$ cat src/amc_pkg.sv
// package: constants for the amplifier mode, mute and fault control block
package amc_pkg;
   // apb register byte offsets
   localparam logic [7:0] AMC_CTRL_OFS   = 8'h00;
   localparam logic [7:0] AMC_STAT_OFS   = 8'h04;
   localparam logic [7:0] AMC_IRQ_OFS    = 8'h08;
   localparam logic [7:0] AMC_MASK_OFS   = 8'h0C;
   // control register fields
   localparam int AMC_CTRL_SEL_BIT  = 0;
   localparam int AMC_CTRL_MUTE_BIT = 1;
   localparam int AMC_CTRL_SHDN_BIT = 2;
   localparam int AMC_CTRL_SRC_BIT  = 3;
   localparam logic [3:0] AMC_CTRL_RST = 4'h6;
   // status register fields
   localparam int AMC_ST_BRIDGE_BIT = 0;
   localparam int AMC_ST_HP_BIT     = 1;
   localparam int AMC_ST_LOWSIDE    = 2;
   localparam int AMC_ST_SHDN_BIT   = 3;
   localparam int AMC_ST_UV_BIT     = 4;
   localparam int AMC_ST_OT_BIT     = 5;
   localparam int AMC_ST_CODE_LSB   = 6;
   // interrupt event bits
   localparam int AMC_EV_UV  = 0;
   localparam int AMC_EV_OT  = 1;
   localparam int AMC_EV_HPS = 2;
   localparam int AMC_EV_W   = 3;
   localparam logic [2:0] AMC_IRQ_RST = 3'h0;
   // fault codes, bit 1 is the high order line
   localparam logic [1:0] AMC_CODE_OK = 2'h3;
   localparam logic [1:0] AMC_CODE_UV = 2'h2;
   localparam logic [1:0] AMC_CODE_OT = 2'h0;
   localparam logic [31:0] AMC_ZERO32 = 32'h0000_0000;
   // fault latch states
   typedef enum logic [1:0] {AMC_F_NONE, AMC_F_UV, AMC_F_OT} amc_fault_t;
endpackage : amc_pkg

$ cat src/amc_ctrl.sv
// top: amplifier select, mute, shutdown and sticky fault reporting
`timescale 1ns/100ps
`default_nettype none
// Summary of operation
// - select low enables bridge amplifier, high enables headphone amplifier
// - only one amplifier active; the other sleeps
// - mute low silences the selected amplifier
// - muted bridge turns on low-side transistors, grounding load
// - shutdown low keeps the whole device shut down
// - code 11 no fault, 10 pump under-voltage, 00 over-temperature
// - under-voltage grounds load; resumes by itself when pump recovers
// - under-voltage code stays until mute, shutdown or power cycles
// - over-temperature grounds load; resumes after temperature falls
// - thermal code stays until mute, shutdown or power cycles
// - thermal protection identical in headphone mode
// - low headphone supply disables headphone amp, no fault code
// - fault lines open-drain; host provides pull-ups
module amc_ctrl
   import amc_pkg::*;
(
   input  wire logic        pclk,
   input  wire logic        presetn,
   input  wire logic        psel,
   input  wire logic        penable,
   input  wire logic        pwrite,
   input  wire logic [7:0]  paddr,
   input  wire logic [31:0] pwdata,
   output logic [31:0]      prdata,
   output logic             pready,
   output logic             pslverr,
   input  wire logic        amp_select,
   input  wire logic        mute_n,
   input  wire logic        shutdown_n,
   input  wire logic        pump_undervoltage,
   input  wire logic        over_temp,
   input  wire logic        headphone_supply_low,
   output logic             bridge_enable,
   output logic             headphone_enable,
   output logic             low_side_on,
   output logic             device_shutdown,
   output logic             fault_code_low_o,
   output logic             fault_code_low_oe_n,
   output logic             fault_code_high_o,
   output logic             fault_code_high_oe_n,
   output logic             irq
);
   logic             sel_s;
   logic             mute_s;
   logic             shdn_s;
   logic             uv_s;
   logic             ot_s;
   logic             hps_s;
   logic             sel_eff;
   logic             mute_eff;
   logic             shdn_eff;
   logic             mute_cyc;
   logic             shdn_cyc;
   logic [3:0]       ctrl_q;
   logic [3:0]       ctrl_d;
   logic [2:0]       irq_q;
   logic [2:0]       irq_d;
   logic [2:0]       mask_q;
   logic [2:0]       mask_d;
   logic [2:0]       ev;
   logic             uv_prev_q;
   logic             ot_prev_q;
   logic             hps_prev_q;
   amc_fault_t       fault_q;
   amc_fault_t       fault_d;
   logic [1:0]       code;
   logic             wr_en;
   logic             rd_en;
   logic             known;
   logic [31:0]      rdata_d;
   logic [31:0]      rdata_q;
   logic             lowside_d;
   logic             bridge_d;
   logic             hp_d;
   logic             shdn_d;
   logic [1:0]       code_q;
   logic             lowside_q;
   logic             bridge_q;
   logic             hp_q;
   logic             shdn_q;

   // pins from outside the clock domain pass two flip-flops
   // reset values pick the safe side: shut down, unmuted, supply low
   amc_sync #(.RST_VAL(1'b0)) u_sel (
      .pclk     (pclk),
      .presetn  (presetn),
      .async_in (amp_select),
      .sync_out (sel_s)
   );
   amc_sync #(.RST_VAL(1'b1)) u_mute (
      .pclk     (pclk),
      .presetn  (presetn),
      .async_in (mute_n),
      .sync_out (mute_s)
   );
   amc_sync #(.RST_VAL(1'b0)) u_shdn (
      .pclk     (pclk),
      .presetn  (presetn),
      .async_in (shutdown_n),
      .sync_out (shdn_s)
   );
   amc_sync #(.RST_VAL(1'b0)) u_uv (
      .pclk     (pclk),
      .presetn  (presetn),
      .async_in (pump_undervoltage),
      .sync_out (uv_s)
   );
   amc_sync #(.RST_VAL(1'b0)) u_ot (
      .pclk     (pclk),
      .presetn  (presetn),
      .async_in (over_temp),
      .sync_out (ot_s)
   );
   amc_sync #(.RST_VAL(1'b1)) u_hps (
      .pclk     (pclk),
      .presetn  (presetn),
      .async_in (headphone_supply_low),
      .sync_out (hps_s)
   );

   // control source: pins, or the control register when its source bit is set
   // the register source lets software override the pins at bring-up
   always_comb begin
      if (ctrl_q[AMC_CTRL_SRC_BIT]) begin
         sel_eff  = ctrl_q[AMC_CTRL_SEL_BIT];
         mute_eff = ctrl_q[AMC_CTRL_MUTE_BIT];
         shdn_eff = ctrl_q[AMC_CTRL_SHDN_BIT];
      end else begin
         sel_eff  = sel_s;
         mute_eff = mute_s;
         shdn_eff = shdn_s;
      end
   end

   // a mute or shutdown assert-then-release clears the sticky code
   amc_cycle_det u_mute_cyc (
      .pclk    (pclk),
      .presetn (presetn),
      .level_n (mute_eff),
      .cycled  (mute_cyc)
   );
   amc_cycle_det u_shdn_cyc (
      .pclk    (pclk),
      .presetn (presetn),
      .level_n (shdn_eff),
      .cycled  (shdn_cyc)
   );

   // sticky fault latch; a new fault wins over a clearing cycle
   // under-voltage never overwrites a latched thermal code, which pulls
   // both lines low and must stay visible until the host clears it
   always_comb begin
      fault_d = fault_q;
      if (mute_cyc || shdn_cyc) begin
         fault_d = AMC_F_NONE;
      end
      if (uv_s && fault_q != AMC_F_OT) begin
         fault_d = AMC_F_UV;
      end
      if (ot_s) begin
         fault_d = AMC_F_OT;
      end
   end

   // fault code encoding, thermal dominates
   always_comb begin
      unique case (fault_q)
         AMC_F_UV: code = AMC_CODE_UV;
         AMC_F_OT: code = AMC_CODE_OT;
         default:  code = AMC_CODE_OK;
      endcase
   end

   // amplifier enables and low-side drive from live conditions
   // a muted headphone amp is only disabled; the low side is forced
   // for the bridge alone, whose load would otherwise float
   always_comb begin
      shdn_d    = !shdn_eff;
      // live faults only: recovery is automatic
      lowside_d = !shdn_d && (uv_s || ot_s ||
                  (!mute_eff && !sel_eff));
      bridge_d  = !shdn_d && !sel_eff && mute_eff &&
                  !uv_s && !ot_s;
      hp_d      = !shdn_d && sel_eff && mute_eff &&
                  !ot_s && !hps_s;
   end

   // event detection on rising fault levels
   // previous-level flops reset like their synchronisers, so no false
   // event follows reset
   always_comb begin
      ev = 3'h0;
      ev[AMC_EV_UV]  = uv_s && !uv_prev_q;
      ev[AMC_EV_OT]  = ot_s && !ot_prev_q;
      ev[AMC_EV_HPS] = hps_s && !hps_prev_q;
   end

   // apb decode: zero-wait, every access completes in its access phase
   // reads are taken at the setup edge so prdata stands as a flop output
   always_comb begin
      wr_en = psel && penable && pwrite;
      rd_en = psel && !penable && !pwrite;
      known = (paddr == AMC_CTRL_OFS) || (paddr == AMC_STAT_OFS) ||
              (paddr == AMC_IRQ_OFS) || (paddr == AMC_MASK_OFS);
   end

   // register writes; irq bits are write-one-to-clear, set wins
   // an event in the clearing cycle keeps its bit so it is never lost
   always_comb begin
      ctrl_d = ctrl_q;
      mask_d = mask_q;
      irq_d  = irq_q;
      if (wr_en && paddr == AMC_CTRL_OFS) begin
         ctrl_d = pwdata[3:0];
      end
      if (wr_en && paddr == AMC_MASK_OFS) begin
         mask_d = pwdata[2:0];
      end
      if (wr_en && paddr == AMC_IRQ_OFS) begin
         irq_d = irq_q & ~pwdata[2:0];
      end
      irq_d = irq_d | ev;
   end

   // read data captured in the setup cycle
   always_comb begin
      rdata_d = rdata_q;
      if (rd_en) begin
         rdata_d = AMC_ZERO32;
         unique case (paddr)
            AMC_CTRL_OFS: rdata_d[3:0] = ctrl_q;
            AMC_STAT_OFS: begin
               rdata_d[AMC_ST_BRIDGE_BIT] = bridge_q;
               rdata_d[AMC_ST_HP_BIT]     = hp_q;
               rdata_d[AMC_ST_LOWSIDE]    = lowside_q;
               rdata_d[AMC_ST_SHDN_BIT]   = shdn_q;
               rdata_d[AMC_ST_UV_BIT]     = uv_s;
               rdata_d[AMC_ST_OT_BIT]     = ot_s;
               rdata_d[AMC_ST_CODE_LSB+1:AMC_ST_CODE_LSB] = code_q;
            end
            AMC_IRQ_OFS:  rdata_d[2:0] = irq_q;
            AMC_MASK_OFS: rdata_d[2:0] = mask_q;
            default:      rdata_d = AMC_ZERO32;
         endcase
      end
   end

   // state registers
   always_ff @(posedge pclk or negedge presetn) begin
      if (!presetn) begin
         ctrl_q     <= AMC_CTRL_RST;
         irq_q      <= AMC_IRQ_RST;
         mask_q     <= AMC_IRQ_RST;
         uv_prev_q  <= 1'b0;
         ot_prev_q  <= 1'b0;
         hps_prev_q <= 1'b1;
         fault_q    <= AMC_F_NONE;
         rdata_q    <= AMC_ZERO32;
         code_q     <= AMC_CODE_OK;
         lowside_q  <= 1'b0;
         bridge_q   <= 1'b0;
         hp_q       <= 1'b0;
         shdn_q     <= 1'b1;
      end else begin
         ctrl_q     <= ctrl_d;
         irq_q      <= irq_d;
         mask_q     <= mask_d;
         uv_prev_q  <= uv_s;
         ot_prev_q  <= ot_s;
         hps_prev_q <= hps_s;
         fault_q    <= fault_d;
         rdata_q    <= rdata_d;
         code_q     <= code;
         lowside_q  <= lowside_d;
         bridge_q   <= bridge_d;
         hp_q       <= hp_d;
         shdn_q     <= shdn_d;
      end
   end

   // outputs; fault lines only ever pull low, enable low while driving
   // pready is tied high: no register needs a wait state
   assign prdata               = rdata_q;
   assign pready               = 1'b1;
   assign pslverr              = psel && penable && !known;
   assign bridge_enable        = bridge_q;
   assign headphone_enable     = hp_q;
   assign low_side_on          = lowside_q;
   assign device_shutdown      = shdn_q;
   assign fault_code_low_o     = 1'b0;
   assign fault_code_low_oe_n  = code_q[0];
   assign fault_code_high_o    = 1'b0;
   assign fault_code_high_oe_n = code_q[1];
   assign irq                  = |(irq_q & mask_q);
endmodule : amc_ctrl
`default_nettype wire

$ cat src/amc_cycle_det.sv
// detects an active-low assertion followed by its release
`timescale 1ns/100ps
`default_nettype none
module amc_cycle_det (
   input  wire logic pclk,
   input  wire logic presetn,
   input  wire logic level_n,
   output logic      cycled
);
   logic prev_q;
   logic prev_d;
   logic seen_q;
   logic seen_d;
   logic pulse;

   // a low then a high marks one full toggle of the control
   always_comb begin
      prev_d = level_n;
      pulse  = level_n && !prev_q && seen_q;
      seen_d = seen_q;
      if (!level_n) begin
         seen_d = 1'b1;
      end else if (pulse) begin
         seen_d = 1'b0;
      end
   end

   always_ff @(posedge pclk or negedge presetn) begin
      if (!presetn) begin
         prev_q <= 1'b1;
         seen_q <= 1'b0;
      end else begin
         prev_q <= prev_d;
         seen_q <= seen_d;
      end
   end

   assign cycled = pulse;
endmodule : amc_cycle_det
`default_nettype wire

$ cat src/amc_sync.sv
// two flip-flop synchroniser for asynchronous level inputs
`timescale 1ns/100ps
`default_nettype none
module amc_sync #(
   parameter logic RST_VAL = 1'b0
) (
   input  wire logic pclk,
   input  wire logic presetn,
   input  wire logic async_in,
   output logic      sync_out
);
   logic meta_q;
   logic meta_d;
   logic sync_q;
   logic sync_d;

   // first stage is read only by the second
   always_comb begin
      meta_d = async_in;
      sync_d = meta_q;
   end

   always_ff @(posedge pclk or negedge presetn) begin
      if (!presetn) begin
         meta_q <= RST_VAL;
         sync_q <= RST_VAL;
      end else begin
         meta_q <= meta_d;
         sync_q <= sync_d;
      end
   end

   assign sync_out = sync_q;
endmodule : amc_sync
`default_nettype wire

$ cat config.mk
export PLATFORM = sky130hd
export DESIGN_NAME = amc_ctrl
export DESIGN_NICKNAME = d
export VERILOG_FILES = /design/src/amc_pkg.sv /design/src/amc_ctrl.sv /design/src/amc_cycle_det.sv /design/src/amc_sync.sv
export SDC_FILE = /design/constraint.sdc
export NUM_CORES = 1
export LEC_CHECK = 0
export ABC_CLOCK_PERIOD_IN_PS = 1160
export BUFFER_PORTS_ARGS = -buffer_cell sky130_fd_sc_hd__clkbuf_2
export CAP_MARGIN = 10
export CORE_MARGIN = 3
export CORE_UTILIZATION = 40
export CTS_BUF_LIST = sky130_fd_sc_hd__clkbuf_4 sky130_fd_sc_hd__clkbuf_8
export DETAILED_ROUTE_END_ITERATION = 10
export PLACE_DENSITY = 0.79
export SLEW_MARGIN = 20
export SYNTH_ARGS = -nofsm -noshare
export SYNTH_HDL_FRONTEND = slang
export SYNTH_SLANG_ARGS = --single-unit
$ cat constraint.sdc
create_clock -name pclk -period 1.16 [get_ports pclk]
set_input_delay 0.232 -clock pclk [delete_from_list [all_inputs] [get_ports pclk]]
set_output_delay 0.232 -clock pclk [all_outputs]
set_load 0.02 [all_outputs]
==> results of run 1 <==
cell type report:
class | count | area (um2)
clock inverters | 3 | 46.3
inverters | 12 | 45.0
multi-input cells | 99 | 838
clock buffers | 5 | 68.8
well taps | 65 | 81.3
repair buffers | 69 | 524
fillers | 370 | 1820
flip-flops and latches | 45 | 1140
cells by family (layout without fill, tap and decap cells):
| logic type | Yosys count | count (layout) |
|---|---|---|
| flip-flops | 45 | 45 |
| adder cells (fa/ha/maj) | 2 | 2 |
| AND/OR/NAND/NOR | 40 | 40 |
| AO/OA/AOI/OAI | 16 | 16 |
| other | 2 | 27 |
| buffers and inverters | 44 | 89 |
| multiplexers | 14 | 14 |
cell usage in the layout (no fill, tap or decap), types with 4 or more instances in the layout:
master	Yosys	final
nand2_1	17	15
nand4_1	5	5
mux2_4	0	5
buf_6	0	9
clkbuf_8	0	5
inv_1	12	10
clkbuf_2	0	31
dfstp_2	12	12
o22ai_1	4	4
nor4_4	1	4
dfrtp_1	33	32
buf_4	28	21
conb_1	2	27
buf_8	0	4
worst max-delay path by stage:
stage / slack [ns] / start / depth (start not counted) / to
4_1_cts: -0.33 / mask_q[2]$_DFFE_PN0P_ / 3 / irq
6_report: -0.33 / irq_q[2]$_DFF_PN0_ / 3 / irq
3_5_place_dp: -0.58 / paddr[5] / 4 / ctrl_q[3]$_DFFE_PN0P_
5_1_grt: -0.36 / mask_q[2]$_DFFE_PN0P_ / 3 / irq
2_1_floorplan: -0.42 / paddr[5] / 3 / ctrl_q[0]$_DFFE_PN0P_
3_3_place_gp: -0.56 / paddr[5] / 4 / ctrl_q[3]$_DFFE_PN0P_
sequential cells by signal (all words and copies together) (netlist names), 2 cells and up:
| signal | count |
|---|---|
| mask_q | 3 |
| code_q | 2 |
| ctrl_q | 4 |
| irq_q | 3 |
| fault_q | 2 |
| prdata | 8 |
per-layer routing:
metal  global-route usage (%)  routed length, um  vias to the layer above
met3                     4.49                283                        4
met1                     18.0               1670                      666
li1                         -                  -                      649
met2                     26.4               2320                       56
met5                        0                  0                        -
met4                     4.35                 39                        0
worst reg2reg max path, delay by kind of cell, from the launching register on:
kind	cells	cell delay, ns
AOI/OAI and AO/OA	1	0.20
DFF	1	0.41
muxes	1	0.44
buffers and inverters	2	0.25
power by group through the flow:
stage	registers (mW)	clock network (mW)	logic, mW
5_1_grt	1.71	1.30	0.512
4_1_cts	1.70	1.20	0.446
3_3_place_gp	1.72	0	0.371
2_1_floorplan	1.74	0	0.263
6_report	1.70	1.18	0.474
3_5_place_dp	1.72	0	0.380
what timing repair did:
item / CTS / global route
resized for setup: 35 / 22
endpoints found under the hold margin: 5 / 2
pin swaps: 15 / 11
hold buffers: 1 / 2
buffers inserted: 11 / 5
setup endpoints to repair: 24 / 29
per-stage QoR:
stage	utilization, %	hold WS, ns	cell area (um2)	cells
after floorplan	-	-0.0636	2110	188
after global placement	50.5	0.0930	2300	279
after detailed placement	50.5	0.0978	2300	279
after CTS	58.3	0.0000938	2660	297
after global routing	60.2	0.0187	2750	298
final	60.2	0.0398	2750	298
==> flow_metrics.tcl, run 1 <==
set metrics [dict create \
    clockBufferDepth 2 \
    routed_wl_um 4320 \
    ys_ff_latch 45 \
    seq_area_frac_synth_pct 57.6 \
    drive_above_1_share_pct 51.1 \
    crit_path_start_kind "flip-flop" \
    setup_viol 18 \
    synth_area_per_cell_um2 12.2 \
    antenna_cells 0 \
    drc_errors 0 \
    synth_adder_area_share_pct 1.26 \
    violations "setup timing" \
    hold_viol_final 0 \
    drt-initial-drc-count 61 \
    leakage_nw 1.36 \
    io_buffers 38 \
    netlist_area_um2 1980 \
    tns_ns -2.11 \
    synth_top_family_by_area "buffers and inverters" \
    synth_area_leader_cell "dfrtp_1" \
    power_switching_mw 0.855 \
    design.die.area_um2 5830 \
    start_util_pct 43.4 \
    crit_arrival_ns 1.26 \
    crit_family "flip-flops" \
    clockPowerShare_pct 35.1 \
    p_seq_share_pct 50.8 \
    status "finished, violations left" \
    hp-class "in2reg" \
    preCtsSetupSlack_ns -0.579 \
    layout_min_cycle_time_ns 1.49 \
    wl_per_cell_um 14.5 \
    cp_slowest_stage_delay_ns 0.41 \
    grt.total_usage_pct 15.1 \
    die_x_um 76.4 \
    core_area_um2 4560 \
    synth-edff-count 0 \
    hold_path.startpoint "over_temp" \
    synth_top_cell_area_share_pct 41.7 \
    grt_overflow 0 \
    synth_xor_area_share_pct 0 \
    r2r_end "prdata[2]$_DFFE_PN0P_" \
    cp_max_fo 2 \
    yosysWarnings 0 \
    htreeDepth 2 \
    worstSetupPathType "reg2out" \
    rr_worst_depth 4 \
    worstPathRequired_ns 0.93 \
    synth_most_common_cell "dfrtp_1" \
    io-pin-count 94 \
    drtPass1Iterations 4 \
    die_h_um 76.4 \
    clock.fmax_mhz 670 \
    p_per_area_nw_per_um2 1220 \
    synthArstFlopShare_pct 100 \
    r2r-start "irq_q[2]$_DFF_PN0_" \
    grt_pass1_vias 1486 \
    gp_congestion 0.887 \
    power_mw 3.35 \
    worstHoldEndpoint "u_ot.meta_q$_DFF_PN0_" \
    clkLatencyLatePin_ns 0.29 \
    ctsRootBufferMaster "clkbuf_8" \
    netlist_top_cells_count "dfrtp_1 (33), buf_4 (28), nand2_1 (17), dfstp_2 (12), inv_1 (12)" \
    critical_path.cell_chain "a222oi_1, inv_1, buf_6" \
    drv_slew 0 \
    synthSimpleGateAreaFrac_pct 12.1 \
    vias 1375 \
    r2r_setup_slack_ns -0.24 \
    antenna_found_initial 0 \
    max-vdd-ir-drop_uv 878 \
    grt_max_degree 39 \
    clock-sinks 45 \
    cts_buffers 5 \
    min_path_cells 1 \
    fin_crit_sh_pct 129 \
    synthMuxAreaShare_pct 9.41 \
    synthTopCellsByArea "dfrtp_1 (42%), dfstp_2 (16%), buf_4 (11%), mux2_2 (4.0%), mux4_2 (3.4%)" \
    setup_ws_ns -0.334 \
    hpwl_um 2900 \
    cp_num_buf_inv 2 \
    cts_tree "yes" \
    synth_cell_types 33 \
    rsz0062_at_grt "yes" \
    syn_inst 163 \
    swShare_pct 25.5 \
    path_clk_slew_ns 0.08 \
    slowest_stage "dfrtp_1" \
    final_nets 285 \
    areaGrowthSynthToFinish_pct 38.7 \
    fin_skew_ns 0.00294 \
    p_comb_share_pct 14.1 \
    p_int_mw 2.50 \
    vias_per_cell 4.61 \
    synthFlopType "dfrtp_1" \
    ant_nets 0 \
    std_cell_rows 24 \
    maxCapViolations 0 \
    grt_pass1_wl_um 7070 \
    crit_path_end_kind "primary output" \
    synth_compound_area_share_pct 5.56 \
]
(Power assumes the default switching activity.)
==> run 2: changes to the inputs <==
--- a/config.mk
+++ b/config.mk
@@ -9,10 +9,10 @@
 export BUFFER_PORTS_ARGS = -buffer_cell sky130_fd_sc_hd__clkbuf_2
 export CAP_MARGIN = 10
 export CORE_MARGIN = 3
-export CORE_UTILIZATION = 40
+export CORE_UTILIZATION = 43
 export CTS_BUF_LIST = sky130_fd_sc_hd__clkbuf_4 sky130_fd_sc_hd__clkbuf_8
 export DETAILED_ROUTE_END_ITERATION = 10
-export PLACE_DENSITY = 0.79
+export PLACE_DENSITY = 0.84
 export SLEW_MARGIN = 20
 export SYNTH_ARGS = -nofsm -noshare
 export SYNTH_HDL_FRONTEND = slang
==> run 2 against run 1 <==
The run still ends with setup timing left. Global-route usage increased by 2.2 points. Largest power group unchanged. Highest routed layer unchanged. Cell area is 0.36% higher. Flip-flop and latch count stayed put. Critical path depth did not move. Critical endpoint unchanged. Largest cell class unchanged. Clock skew grew 0.0051 ns.
==> flow_metrics.tcl, run 2 (synthesis gave the netlist of run 1 again) <==
set metrics [dict create \
    final_cells 282 \
    drv_slew 0 \
    clock-sinks 45 \
    violations "setup timing" \
    cp_max_fo 2 \
    fin_util_pct 62.4 \
    largest_reg_flops 8 \
    setup_ws_ns -0.433 \
    place_area_um2 2280 \
    drt-initial-drc-count 82 \
    worstPathRequired_ns 0.93 \
    final_cell_mix "dfrtp_1 (32), clkbuf_2 (31), conb_1 (27), buf_4 (17), nand2_1 (15)" \
    die_h_um 73.9 \
    final_nets 282 \
    p_int_mw 2.59 \
    fin_skew_ns 0.00803 \
    io-pin-count 94 \
    place_inst 265 \
    start_util_pct 44.9 \
    crit_path_start_kind "flip-flop" \
    vias 1409 \
    vias_per_cell 5.00 \
    layout_commonest_cell "dfrtp_1" \
    status "finished, violations left" \
    design.die.area_um2 5460 \
    use_met3_pct 3.69 \
    post-route-cell-area_um2 2760 \
    ctsRootBufferMaster "clkbuf_8" \
    cts_buffers 5 \
    std_cell_rows 24 \
    rsz0062_at_grt "yes" \
    fin_crit_sh_pct 137 \
    worstSetupPathType "reg2out" \
    clockPowerShare_pct 35.6 \
    p_comb_share_pct 14.5 \
    gp_congestion 0.876 \
    drc_errors 0 \
    hold_viol_final 0 \
    grt_max_degree 46 \
    ant_nets 0 \
    hpwl_um 2860 \
    whs_ns 0.0219 \
    swShare_pct 24.5 \
    routed_wl_um 4620 \
    preCtsSetupSlack_ns -0.577 \
    drive_above_1_share_pct 51.7 \
    leakage_nw 1.37 \
    clock.fmax_mhz 628 \
    grtUsageMet1_pct 19.8 \
    die_x_um 73.9 \
    grt.total_usage_pct 17.3 \
    p_per_area_nw_per_um2 1240 \
    crit_path_end_kind "primary output" \
    crit_arrival_ns 1.36 \
    path_clk_slew_ns 0.08 \
    grt_pass1_wl_um 6980 \
    clkLatencyLatePin_ns 0.29 \
    power_switching_mw 0.839 \
    clockBufferDepth 2 \
    setup_viol 23 \
    wl_per_cell_um 16.4 \
    antenna_found_initial 0 \
    cts_tree "yes" \
    core_area_um2 4410 \
    htreeDepth 2 \
    grt_use_met2_pct 30.3 \
    antenna_cells 0 \
    max-vdd-ir-drop_uv 915 \
    areaGrowthSynthToFinish_pct 39.2 \
    busiest_layer "met2" \
    io_buffers 38 \
    layout_min_cycle_time_ns 1.59 \
    drtPass1Iterations 4 \
    p_seq_share_pct 49.8 \
    grt_overflow 0 \
    grt_pass1_vias 1458 \
    hp-class "in2reg" \
    maxCapViolations 0 \
]
## run 2: cell count changes in the layout (fill, tap and decap cells not counted), sizes merged
cell	change
dlygate4sd3	-2
buf	-1
clkinvlp	-1
clkinv	-1
clkbuf	+2
## run 2: area by class of cell
| cell class | count | area (um2) |
|---|---|---|
| clock buffer | 7 | 90.1 |
| clock inverter | 1 | 30.0 |
| fill | 332 | 1660 |
| inverter | 12 | 45.0 |
| multi-input combinational | 99 | 872 |
| sequential | 45 | 1140 |
| tap | 52 | 65.1 |
| timing repair buffer | 66 | 512 |
## run 2: what timing repair did
action | 4_1_cts | 5_1_grt
endpoints found under the setup margin | 23 | 29
endpoints found under the hold margin | 33 | 0
hold buffers | 1 | 0
pin swaps | 15 | 10
resized for setup | 35 | 30
setup buffers | 10 | 3
## run 2: metal layers
| metal | vias to the layer above | part of all wire [%] |
|---|---|---|
| met5 | - | 0 |
| met4 | 0 | 1.8 |
| met3 | 9 | 7.1 |
| met2 | 69 | 55 |
| met1 | 692 | 36 |
| li1 | 639 | - |
## run 2: power by group through the flow
| stage | clock, mW | combinational (mW) | sequential [mW] |
|---|---|---|---|
| 2_1_floorplan | 0 | 0.263 | 1.74 |
| 3_3_place_gp | 0 | 0.368 | 1.72 |
| 3_5_place_dp | 0 | 0.379 | 1.72 |
| 4_1_cts | 1.25 | 0.449 | 1.70 |
| 5_1_grt | 1.33 | 0.537 | 1.72 |
| 6_report | 1.22 | 0.498 | 1.71 |
## run 2: through the flow
step | power [mW] | TNS (ns)
floorplan | 2.00 | -2.52
global placement | 2.09 | -6.71
detailed placement | 2.10 | -7.41
CTS | 3.39 | -2.01
global route | 3.58 | -3.31
finish | 3.43 | -2.40
## run 2: worst max-delay path, stage by stage, from the launching register on
cell	delay (ns)
dfrtp_1	0.41
a222oi_1	0.37
inv_1	0.13
buf_6	0.15
## run 2: worst paths after layout
kind | from | to | slack, ns | cells after the start
max | irq_q[2]$_DFF_PN0_ | irq | -0.43 | 3
min | headphone_supply_low | u_hps.meta_q$_DFF_PN1_ | 0.02 | 1
max reg2reg | irq_q[2]$_DFF_PN0_ | prdata[2]$_DFFE_PN0P_ | -0.14 | 3
min reg2reg | u_sel.meta_q$_DFF_PN0_ | u_sel.sync_out$_DFF_PN0_ | 0.35 | 0
max in group asynchronous | presetn | u_mute.sync_out$_DFF_PN1_ | 0.42 | 3
min in group asynchronous | presetn | u_ot.meta_q$_DFF_PN0_ | 0.45 | 3
==> run 3: changes to the inputs <==
--- a/config.mk
+++ b/config.mk
@@ -7,12 +7,12 @@
 export LEC_CHECK = 0
 export ABC_CLOCK_PERIOD_IN_PS = 1160
 export BUFFER_PORTS_ARGS = -buffer_cell sky130_fd_sc_hd__clkbuf_2
-export CAP_MARGIN = 10
 export CORE_MARGIN = 3
-export CORE_UTILIZATION = 43
+export CORE_UTILIZATION = 40
 export CTS_BUF_LIST = sky130_fd_sc_hd__clkbuf_4 sky130_fd_sc_hd__clkbuf_8
 export DETAILED_ROUTE_END_ITERATION = 10
-export PLACE_DENSITY = 0.84
+export PLACE_DENSITY = 0.79
+export SKIP_CTS_REPAIR_TIMING = 1
 export SLEW_MARGIN = 20
 export SYNTH_ARGS = -nofsm -noshare
 export SYNTH_HDL_FRONTEND = slang
==> run 3 against run 2 <==
Global-route usage decreased by 4.3 points. Power is 2.8% lower. The run still ends with setup timing left. Hold slack better by 0.018 ns. Count of clock-buffer cells in the layout shrank 2. Cell area shrank 2.3%. Sequential power about the same. Critical path depth unchanged. Clock power decreased by 4%. First-iteration DRC count rose by 26%.
==> flow_metrics.tcl, run 3 (synthesis gave the netlist of run 1 again) <==
set metrics [dict create \
    rsz0062_at_grt "yes" \
    hold_path.startpoint "shutdown_n" \
    preCtsSetupSlack_ns -0.579 \
    clockPowerShare_pct 35.1 \
    routed_wl_um 4240 \
    fin_skew_ns 0.00478 \
    path_clk_slew_ns 0.08 \
    leakage_nw 1.31 \
    vias_per_cell 4.62 \
    grt_pass1_wl_um 6110 \
    clock-sinks 45 \
    io_buffers 38 \
    antenna_found_initial 0 \
    power_mw 3.33 \
    status "finished, violations left" \
    crit_arrival_ns 1.27 \
    clockBufferDepth 2 \
    crit_path_start_kind "flip-flop" \
    drive_above_1_share_pct 50.4 \
    crit_path_end_kind "primary output" \
    p_comb_share_pct 13.9 \
    grt_max_degree 39 \
    final_cell_mix "dfrtp_1 (32), clkbuf_2 (31), conb_1 (27), buf_4 (19), nand2_1 (15)" \
    post-route-cell-area_um2 2690 \
    die_h_um 76.4 \
    drt-initial-drc-count 103 \
    startpoint "mask_q[2]$_DFFE_PN0P_" \
    largest_reg_flops 8 \
    io-pin-count 94 \
    fin_crit_sh_pct 129 \
    clock.fmax_mhz 667 \
    ant_nets 0 \
    setup_ws_ns -0.340 \
    start_util_pct 43.4 \
    cp_max_fo 3 \
    hold_viol_final 0 \
    final_nets 282 \
    design.die.area_um2 5830 \
    power_switching_mw 0.846 \
    grt.total_usage_pct 13.0 \
    layout_commonest_cell "dfrtp_1" \
    max-vdd-ir-drop_uv 885 \
    wl_per_cell_um 14.4 \
    hp-class "in2reg" \
    hpwl_um 2900 \
    p_per_area_nw_per_um2 1240 \
    swShare_pct 25.4 \
    drc_errors 0 \
    vias 1364 \
    maxCapViolations 0 \
    areaGrowthSynthToFinish_pct 35.9 \
    ctsRootBufferMaster "clkbuf_8" \
    cts_tree "yes" \
    cts_buffers 5 \
    layout_min_cycle_time_ns 1.50 \
    r2r-start "ctrl_q[3]$_DFFE_PN0P_" \
    drtPass1Iterations 4 \
    antenna_cells 0 \
    gp_congestion 0.887 \
    grt_overflow 0 \
    clkLatencyLatePin_ns 0.29 \
    drv_slew 0 \
    htreeDepth 2 \
    die_x_um 76.4 \
    std_cell_rows 24 \
    worstPathRequired_ns 0.93 \
    setup_viol 22 \
    p_int_mw 2.49 \
    place_area_um2 2300 \
    grt_pass1_vias 1325 \
    p_seq_share_pct 51.0 \
    core_area_um2 4560 \
    worstSetupPathType "reg2out" \
    violations "setup timing" \
]
[run 3: worst paths after layout]
| kind | depth (start not counted) | slack [ns] | end |
|---|---|---|---|
| worst max-delay path | 3 | -0.34 | irq |
| worst min-delay path | 1 | 0.04 | u_shdn.meta_q$_DFF_PN0_ |
| worst max register to register | 3 | -0.07 | fault_q[0]$_DFFE_PN0P_ |
| worst min register to register | 0 | 0.35 | u_ot.sync_out$_DFF_PN0_ |
| max in group asynchronous | 3 | 0.33 | hps_prev_q$_DFF_PN1_ |
| min in group asynchronous | 2 | 0.31 | u_sel.meta_q$_DFF_PN0_ |
[run 3: area by class of cell]
cell class | count | area (um2)
well taps | 65 | 81.3
repair buffers | 66 | 477
multi-input cells | 99 | 832
inverters | 12 | 45.0
flip-flops and latches | 45 | 1140
clock inverters | 3 | 46.3
clock buffers | 5 | 68.8
fillers | 374 | 1870
[run 3: critical path, stage by stage, from the launching register on]
cell	delay (ns)
dfrtp_1	0.40
a222oi_1	0.35
inv_1	0.06
buf_2	0.16
[run 3: power groups by stage]
| stage | clock [mW] | sequential [mW] | combinational, mW |
|---|---|---|---|
| 6_report | 1.17 | 1.70 | 0.463 |
| 5_1_grt | 1.29 | 1.71 | 0.501 |
| 4_1_cts | 1.20 | 1.69 | 0.382 |
| 2_1_floorplan | 0 | 1.74 | 0.263 |
| 3_5_place_dp | 0 | 1.72 | 0.380 |
| 3_3_place_gp | 0 | 1.72 | 0.371 |
[run 3: per-stage QoR]
stage	setup TNS [ns]	hold WS, ns	instances	utilization [%]
floorplan	-2.52	-0.0636	188	-
global route	-2.93	0.0205	295	59.0
global placement	-6.96	0.0930	279	50.5
detailed placement	-7.46	0.0978	279	50.5
finish	-2.34	0.0403	295	59.0
CTS	-3.27	-0.227	287	53.0
[run 3: metal layers]
layer / track usage (%) / wire, um / up-vias
met5: 0 / 0 / -
met4: 2.72 / 30 / 0
met3: 4.14 / 284 / 4
met2: 22.3 / 2340 / 63
met1: 16.1 / 1580 / 656
li1: - / - / 641
